`config.mk`:
```
export PLATFORM = sky130hd
export DESIGN_NAME = irq_gate
export DESIGN_NICKNAME = d
export VERILOG_FILES = /design/src/pkg/irq_gate_pkg.sv /design/src/core/irq_gate.sv
export SDC_FILE = /design/constraint.sdc
export NUM_CORES = 1
export LEC_CHECK = 0
export BUFFER_PORTS_ARGS = -buffer_cell sky130_fd_sc_hd__buf_2
export CORE_UTILIZATION = 40
export CTS_BUF_LIST = sky130_fd_sc_hd__clkbuf_4 sky130_fd_sc_hd__clkbuf_8 sky130_fd_sc_hd__clkbuf_16
export CTS_CLUSTER_SIZE = 25
export DETAILED_ROUTE_END_ITERATION = 12
export HOLD_SLACK_MARGIN = 0.03
export PLACE_DENSITY = 0.86
export SLEW_MARGIN = 20
export SYNTH_ARGS = -nofsm -noshare
export SYNTH_HDL_FRONTEND = slang
export SYNTH_SLANG_ARGS = --single-unit
```
`constraint.sdc`:
```
create_clock -name sys_clk -period 1.5 [get_ports sys_clk]
set_clock_uncertainty 0.05 [all_clocks]
set_input_delay 0 -clock sys_clk [delete_from_list [all_inputs] [get_ports sys_clk]]
set_output_delay 0 -clock sys_clk [all_outputs]
set_load 0.03 [all_outputs]
```
`src/pkg/irq_gate_pkg.sv`:
```
/*
 * irq_gate_pkg: register map, field positions and reset values for the
 * host interrupt enable gating block.
 * assumes: a 32-bit avalon-mm slave port, one register per aligned word.
 */
package irq_gate_pkg;
	localparam int          addr_width       = 4;
	localparam int          data_width       = 32;
	// register byte offsets
	localparam logic [3:0]  enable_ctrl_off  = 4'h0;
	localparam logic [3:0]  serial_irq_control_1_off = 4'h4;
	localparam logic [3:0]  mode_ctrl_off    = 4'h8;
	localparam logic [3:0]  status_off       = 4'hc;
	// enable_ctrl field positions
	localparam int          ch1_irq1_bit     = 0;
	localparam int          ch1_irq12_bit    = 1;
	localparam int          ch2_smi_bit      = 2;
	// serial_irq_control_1 field positions
	localparam int          ch3_irq11_bit    = 7;
	// mode_ctrl field positions
	localparam int          direct_mode_bit  = 0;
	// status field positions: flags then requests
	localparam int          st_flag1_bit     = 0;
	localparam int          st_flag2_bit     = 1;
	localparam int          st_flag3a_bit    = 2;
	localparam int          st_req_irq1_bit  = 4;
	localparam int          st_req_irq12_bit = 5;
	localparam int          st_req_smi_bit   = 6;
	localparam int          st_req_irq11_bit = 7;
	// enable index inside the packed enable vector
	localparam int          num_enables      = 4;
	localparam int          en_irq1          = 0;
	localparam int          en_irq12         = 1;
	localparam int          en_smi           = 2;
	localparam int          en_irq11         = 3;
	localparam logic [3:0]  enables_reset    = 4'h0;
	localparam logic [31:0] unmapped_read    = 32'h0000_0000;
	// answer latency of the slave in clock cycles
	localparam int          bus_wait_cycles  = 1;
endpackage : irq_gate_pkg

```
`src/core/irq_gate.sv`:
```
/*
 * irq_gate: per-source host interrupt enables (smi, irq1, irq12, irq11)
 * gated by output-full flags of host channels 1, 2 and 3a, plus direct mode.
 * assumes: flags, data-register write strobes and local resets come from
 * logic on sys_clk; the lpc reset requests arrive from outside and are
 * synchronised here; registers are reached by a local avalon-mm master.
 */
// The register offsets and the Avalon-MM register port are this design's own decisions.
// Contract
// - ch2 smi requested on flag set, enabled
// - direct mode: ch2 smi follows enable only
// - ch2 smi enable clears on 0, reset, flag-clear outside direct mode
// - enable sets only by write 1 after read 0
// - ch1 irq12 requested on flag set, enabled
// - ch1 irq12 enable clears on 0, reset, flag-clear
// - ch1 irq1 requested on flag set, enabled
// - ch1 irq1 enable clears on 0, reset, flag-clear
// - ch3 irq11 requested on flag set, enabled
// - direct mode: ch3 irq11 follows enable only
// - ch3 irq11 enable clears on 0, reset, flag-clear outside direct mode
// - direct mode bit selects gating
module irq_gate
	import irq_gate_pkg::*;
(
	// clock and reset
	input  wire logic                               sys_clk,
	input  wire logic                               rst_n,
	// lpc reset requests, asynchronous to sys_clk
	input  wire logic                               lpc_hw_reset_n,
	input  wire logic                               lpc_sw_reset,
	// channel flags and output data register write strobes
	input  wire logic                               ch1_out_full_flag,
	input  wire logic                               ch2_out_full_flag,
	input  wire logic                               ch3a_out_full_flag,
	input  wire logic                               ch1_out_data_reg_wr,
	input  wire logic                               ch2_out_data_reg_wr,
	input  wire logic                               ch3_out_data_reg_wr,
	// avalon-mm slave
	input  wire logic [irq_gate_pkg::addr_width-1:0] avs_address,
	input  wire logic                               avs_read,
	input  wire logic                               avs_write,
	input  wire logic [irq_gate_pkg::data_width-1:0] avs_writedata,
	input  wire logic [3:0]                         avs_byteenable,
	output logic      [irq_gate_pkg::data_width-1:0] avs_readdata,
	output logic                                    avs_waitrequest,
	// host interrupt requests toward the serial irq framer
	output logic                                    host_irq1_req,
	output logic                                    host_irq12_req,
	output logic                                    host_smi_req,
	output logic                                    host_irq11_req
);
	import irq_gate_pkg::*;

	typedef struct packed {
		logic [1:0]            hw_sync;
		logic [1:0]            sw_sync;
		logic [2:0]            flag_prev;
		logic [num_enables-1:0] enable;
		logic [num_enables-1:0] armed;
		logic                  direct_enable_mode;
		logic [3:0]            req;
		logic                  ack;
		logic [data_width-1:0] rdata;
	} state_type;

	state_type s_q;
	state_type s_d;

	logic       lpc_reset;
	logic [2:0] flag_now;
	logic [2:0] flag_fall;
	logic [2:0] flag_rise_wr;
	logic       bus_req;
	logic       bus_take;
	logic [31:0] rd_word;
	logic [num_enables-1:0] wr_hit;
	logic [num_enables-1:0] wr_val;
	logic [num_enables-1:0] rd_hit;
	logic [num_enables-1:0] flag_clr;

	always_comb begin
		s_d = s_q;
		lpc_reset = 1'b0;
		flag_now = '0;
		flag_fall = '0;
		flag_rise_wr = '0;
		bus_req = 1'b0;
		bus_take = 1'b0;
		rd_word = unmapped_read;
		wr_hit = '0;
		wr_val = '0;
		rd_hit = '0;
		flag_clr = '0;

		// only the second stage feeds logic
		s_d.hw_sync = {s_q.hw_sync[0], ~lpc_hw_reset_n};
		s_d.sw_sync = {s_q.sw_sync[0], lpc_sw_reset};
		lpc_reset = s_q.hw_sync[1] | s_q.sw_sync[1];

		flag_now = {ch3a_out_full_flag, ch2_out_full_flag, ch1_out_full_flag};
		flag_fall = s_q.flag_prev & ~flag_now;
		// a flag set by a write to its data register
		flag_rise_wr[0] = ch1_out_full_flag & ~s_q.flag_prev[0] & ch1_out_data_reg_wr;
		flag_rise_wr[1] = ch2_out_full_flag & ~s_q.flag_prev[1] & ch2_out_data_reg_wr;
		flag_rise_wr[2] = ch3a_out_full_flag & ~s_q.flag_prev[2] & ch3_out_data_reg_wr;
		s_d.flag_prev = flag_now;

		// one wait cycle, answer on the second edge
		bus_req = avs_read | avs_write;
		bus_take = bus_req & s_q.ack;
		s_d.ack = bus_req & ~s_q.ack;

		case (avs_address)
			enable_ctrl_off: begin
				rd_word[ch1_irq1_bit] = s_q.enable[en_irq1];
				rd_word[ch1_irq12_bit] = s_q.enable[en_irq12];
				rd_word[ch2_smi_bit] = s_q.enable[en_smi];
			end
			serial_irq_control_1_off: begin
				rd_word[ch3_irq11_bit] = s_q.enable[en_irq11];
			end
			mode_ctrl_off: begin
				rd_word[direct_mode_bit] = s_q.direct_enable_mode;
			end
			status_off: begin
				rd_word[st_flag1_bit] = s_q.flag_prev[0];
				rd_word[st_flag2_bit] = s_q.flag_prev[1];
				rd_word[st_flag3a_bit] = s_q.flag_prev[2];
				rd_word[st_req_irq1_bit] = s_q.req[en_irq1];
				rd_word[st_req_irq12_bit] = s_q.req[en_irq12];
				rd_word[st_req_smi_bit] = s_q.req[en_smi];
				rd_word[st_req_irq11_bit] = s_q.req[en_irq11];
			end
			default: begin
				rd_word = unmapped_read;
			end
		endcase
		// load read data as ack rises, so it stands at the taking edge
		if (bus_req && avs_read && !s_q.ack) begin
			s_d.rdata = rd_word;
		end

		// bus hits per enable; fields all sit in byte lane 0
		if (bus_take && avs_byteenable[0]) begin
			if (avs_address == enable_ctrl_off) begin
				wr_hit[en_irq1] = avs_write;
				wr_hit[en_irq12] = avs_write;
				wr_hit[en_smi] = avs_write;
				rd_hit[en_irq1] = avs_read;
				rd_hit[en_irq12] = avs_read;
				rd_hit[en_smi] = avs_read;
			end
			if (avs_address == serial_irq_control_1_off) begin
				wr_hit[en_irq11] = avs_write;
				rd_hit[en_irq11] = avs_read;
			end
			if (avs_write && avs_address == mode_ctrl_off) begin
				s_d.direct_enable_mode = avs_writedata[direct_mode_bit];
			end
		end
		wr_val[en_irq1] = avs_writedata[ch1_irq1_bit];
		wr_val[en_irq12] = avs_writedata[ch1_irq12_bit];
		wr_val[en_smi] = avs_writedata[ch2_smi_bit];
		wr_val[en_irq11] = avs_writedata[ch3_irq11_bit];

		// ch1 clears always; ch2/ch3 only outside direct mode
		flag_clr[en_irq1] = flag_fall[0];
		flag_clr[en_irq12] = flag_fall[0];
		flag_clr[en_smi] = flag_fall[1] & ~s_q.direct_enable_mode;
		flag_clr[en_irq11] = flag_fall[2] & ~s_q.direct_enable_mode;

		for (int i = 0; i < num_enables; i++) begin
			// a read of 0 arms the bit; a write to its register consumes the arming
			if (rd_hit[i] && !s_q.enable[i]) begin
				s_d.armed[i] = 1'b1;
			end
			if (wr_hit[i]) begin
				s_d.armed[i] = 1'b0;
				if (!wr_val[i]) begin
					s_d.enable[i] = 1'b0;
				end else if (s_q.armed[i]) begin
					s_d.enable[i] = 1'b1;
				end
			end
			if (flag_clr[i]) begin
				s_d.enable[i] = 1'b0;
				s_d.armed[i] = 1'b0;
			end
			if (lpc_reset) begin
				s_d.enable[i] = 1'b0;
				s_d.armed[i] = 1'b0;
			end
		end

		// request is a level held until the enable drops or the flag drops; in direct mode smi/irq11 ignore the flag
		s_d.req[en_irq1] = s_q.enable[en_irq1] & (s_q.req[en_irq1] | flag_rise_wr[0])
			& ch1_out_full_flag;
		s_d.req[en_irq12] = s_q.enable[en_irq12] & (s_q.req[en_irq12] | flag_rise_wr[0])
			& ch1_out_full_flag;
		if (s_q.direct_enable_mode) begin
			s_d.req[en_smi] = s_q.enable[en_smi];
			s_d.req[en_irq11] = s_q.enable[en_irq11];
		end else begin
			s_d.req[en_smi] = s_q.enable[en_smi] & (s_q.req[en_smi] | flag_rise_wr[1])
				& ch2_out_full_flag;
			s_d.req[en_irq11] = s_q.enable[en_irq11] & (s_q.req[en_irq11] | flag_rise_wr[2])
				& ch3a_out_full_flag;
		end
	end

	always_ff @(posedge sys_clk) begin
		if (!rst_n) begin
			s_q.hw_sync <= '0;
			s_q.sw_sync <= '0;
			s_q.flag_prev <= '0;
			s_q.enable <= enables_reset;
			s_q.armed <= '0;
			s_q.direct_enable_mode <= 1'b0;
			s_q.req <= '0;
			s_q.ack <= 1'b0;
			s_q.rdata <= '0;
		end else begin
			s_q <= s_d;
		end
	end

	assign avs_readdata = s_q.rdata;
	assign avs_waitrequest = ~s_q.ack;
	assign host_irq1_req = s_q.req[en_irq1];
	assign host_irq12_req = s_q.req[en_irq12];
	assign host_smi_req = s_q.req[en_smi];
	assign host_irq11_req = s_q.req[en_irq11];
endmodule : irq_gate

```
==> impl_metrics.env <==
export IMPL_crit_type="in2reg"
export IMPL_period_minus_slack_ns=1.36
export IMPL_ir_drop_mv=0.385
export IMPL_required_ns=1.67
export IMPL_critical_path_max_stage_delay_ns=0.56
export IMPL_p_comb_share_pct=17.3
export IMPL_die_height_um=60.4
export IMPL_yosys_area_top_type="dfxtp_1"
export IMPL_n_fill_cell=301
export IMPL_cts_root_buf="clkbuf_4"
export IMPL_synth_warnings=0
export IMPL_clock_latency_ns=0.32
export IMPL_htreeDepth=1
export IMPL_finalMaxSlewViolations=0
export IMPL_gp_congestion=0.803
export IMPL_dp_hpwl_um=2050
export IMPL_grt_overflow=0
export IMPL_synth_most_common_cell="buf_4"
export IMPL_postCtsSetupBuffers=0
export IMPL_dr_first_iter_drc_count=41
export IMPL_yosys_most_used_dff="dfxtp_1"
export IMPL_synth_cell_types=30
export IMPL_area_growth_pct=22.5
export IMPL_rows=20
export IMPL_min_path_type="in2reg"
export IMPL_netSwitchingFraction_pct=26.6
export IMPL_synthArstFlopShare_pct=0
export IMPL_fin_cells=238
export IMPL_wire_per_inst_um=11.7
export IMPL_fmax_ghz=0.734
export IMPL_post_dp_cell_area_mm2=0.00144
export IMPL_fp_coreArea_mm2=0.00315
export IMPL_path_cells="dlygate4sd3_1, buf_2, buf_4, and2_1, dlygate4sd3_1"
export IMPL_syn_area_per_cell_um2=9.21
export IMPL_initial_core_util_pct=43.3
export IMPL_io_buffers=32
export IMPL_antenna_found_initial=0
export IMPL_grt_max_degree=17
export IMPL_dieWidth_um=60.4
export IMPL_drcViolationCount=0
export IMPL_p_leak_nw=0.819
export IMPL_hold_viol=0
export IMPL_grt_first_pass_wirelength_um=4350
export IMPL_crit_top_cell="dlygate4sd3_1"
export IMPL_synthTopCellsByArea="dfxtp_1, buf_4, o211a_1, a21oi_1, o221a_1"
export IMPL_yosysSeqAreaShare_pct=41.1
export IMPL_finalSetupTns_ns=0
export IMPL_cts_tree="yes"
export IMPL_dr_pass1_iters=4
export IMPL_intPower_mw=1.12
export IMPL_final_antenna_net_count=0
export IMPL_clock_power_share_pct=32.0
export IMPL_drive_above_1_share_pct=23.7
export IMPL_startpoint_type="primary input"
export IMPL_status="finished clean"
export IMPL_path_clk_slew_ns=0.15
export IMPL_grt_use_total_pct=16.2
export IMPL_clock_sinks=28
export IMPL_setup_viol=0
export IMPL_maxCapViolations=0
export IMPL_yosys_area_top_type_share_pct=41.1
export IMPL_via_count=1128
export IMPL_synthCells=148
export IMPL_cpMaxStageDelayCell="dlygate4sd3_1"
export IMPL_synth_edf_count=0
export IMPL_synth_commonest_cells="buf_4, dfxtp_1, a21oi_1, nor2_1, nand2_1"
export IMPL_io_pins=89
export IMPL_insertedDiodeCount=0
export IMPL_first_global_vias=973
export IMPL_ys_seq_elements=28
export IMPL_p_sw_uw=405
export IMPL_fin_area_mm2=0.00167
export IMPL_powerDensity_mw_per_mm2=912
export IMPL_die_area_mm2=0.00365
export IMPL_finalCritPeriodShare_pct=90.8
export IMPL_dp_cells=217
export IMPL_cts_made_buffers=3
export IMPL_worst_setup_path_end_kind="register"
export IMPL_wirelength_um=2790
export IMPL_seqPwrFrac_pct=50.7
export IMPL_cp_arrival_ns=1.54
export IMPL_synthesis_area_mm2=0.00136
export IMPL_vias_per_cell=4.74
export IMPL_rsz0062_at_grt="false"
export IMPL_num_nets_final=247
export IMPL_path_max_fanout=13
export IMPL_clockBufferDepth=2
==> placed cells by master, fill, tap and decap left out, types with 3 or more instances in the layout <==
cell	synthesis	routed
nand2_1	7	7
nand3_1	5	5
o211a_1	6	6
buf_4	32	3
conb_1	1	25
a221oi_1	3	3
nor2_1	9	9
a21oi_1	9	8
and2_1	5	5
clkbuf_4	0	3
and3_1	5	5
nor2b_1	4	4
dfxtp_1	28	28
o221a_1	4	4
inv_1	5	5
o21ai_0	5	5
dlygate4sd3_1	0	17
buf_2	0	32
nor3_1	5	5
==> worst paths after layout <==
check / start / end / depth (start not counted) / slack, ns
worst max-delay path: rst_n / s_q[48] / 5 / 0.14
worst min-delay path: ch1_out_data_reg_wr / host_irq12_req / 3 / 0.05
worst max register to register: s_q[32] / s_q[44] / 3 / 0.14
worst min register to register: s_d[50] / s_q[50] / 1 / 0.41
==> critical path, delay by kind of cell <==
family                 cells  cell delay, ns
buffers and inverters      4            1.40
and+or+nand+nor            1            0.14
==> routing by layer <==
metal  wire length, um  track usage (%)
met1              1300             20.9
met3               146             2.56
met4                13             6.31
met5                 0                0
met2              1340             27.0
==> metrics by stage <==
step	util, %	setup WS [ns]	total power [mW]	hold slack, ns
5_1_grt	53.0	0.0415	1.59	0.0510
4_1_cts	52.9	0.118	1.52	0.0383
6_report	53.0	0.138	1.52	0.0460
2_1_floorplan	-	0.237	0.997	0.0167
3_3_place_gp	45.8	0.171	1.01	0.109
3_5_place_dp	45.8	0.149	1.01	0.109
==> final cells by class <==
cell class | instances | area, um^2 | area share [%]
Clock inverter | 1 | 30.0 | 1.80
Tap cell | 44 | 55.1 | 3.30
Inverter | 5 | 18.8 | 1.12
Timing Repair Buffer | 52 | 353 | 21.1
Sequential cell | 28 | 561 | 33.6
Multi-Input combinational cell | 105 | 631 | 37.8
Clock buffer | 3 | 22.5 | 1.35
==> power groups by stage <==
stage	registers, mW	clock network (mW)	logic [mW]
floorplan	0.784	0	0.213
global placement	0.787	0	0.221
detailed placement	0.788	0	0.225
CTS	0.771	0.494	0.259
global route	0.774	0.530	0.283
finish	0.772	0.488	0.263
==> registers in the layout (all words and copies together), names as in the netlist <==
signal and flops:
host_irq1_req 1, avs_readdata 7, s_d 2, host_irq11_req 1
host_smi_req 1, s_q 15, host_irq12_req 1
==> timing repair <==
item	CTS	global route
endpoints found under the setup margin	0	1
hold endpoints to repair	17	0
resized for setup	0	1
hold buffers	17	0
==> logic make-up (layout without fill, tap and decap cells) <==
| family | after synthesis | count (layout) | share of synthesized area (%) |
|---|---|---|---|
| AND/OR/NAND/NOR | 48 | 48 | 21.3 |
| flip-flops | 28 | 28 | 41.1 |
| buffers and inverters | 39 | 61 | 19.5 |
| AO/OA/AOI/OAI | 31 | 31 | 17.0 |
| multiplexers | 1 | 1 | 0.826 |
| other | 1 | 25 | 0.275 |
No activity file was read; power rests on OpenSTA's default activity.
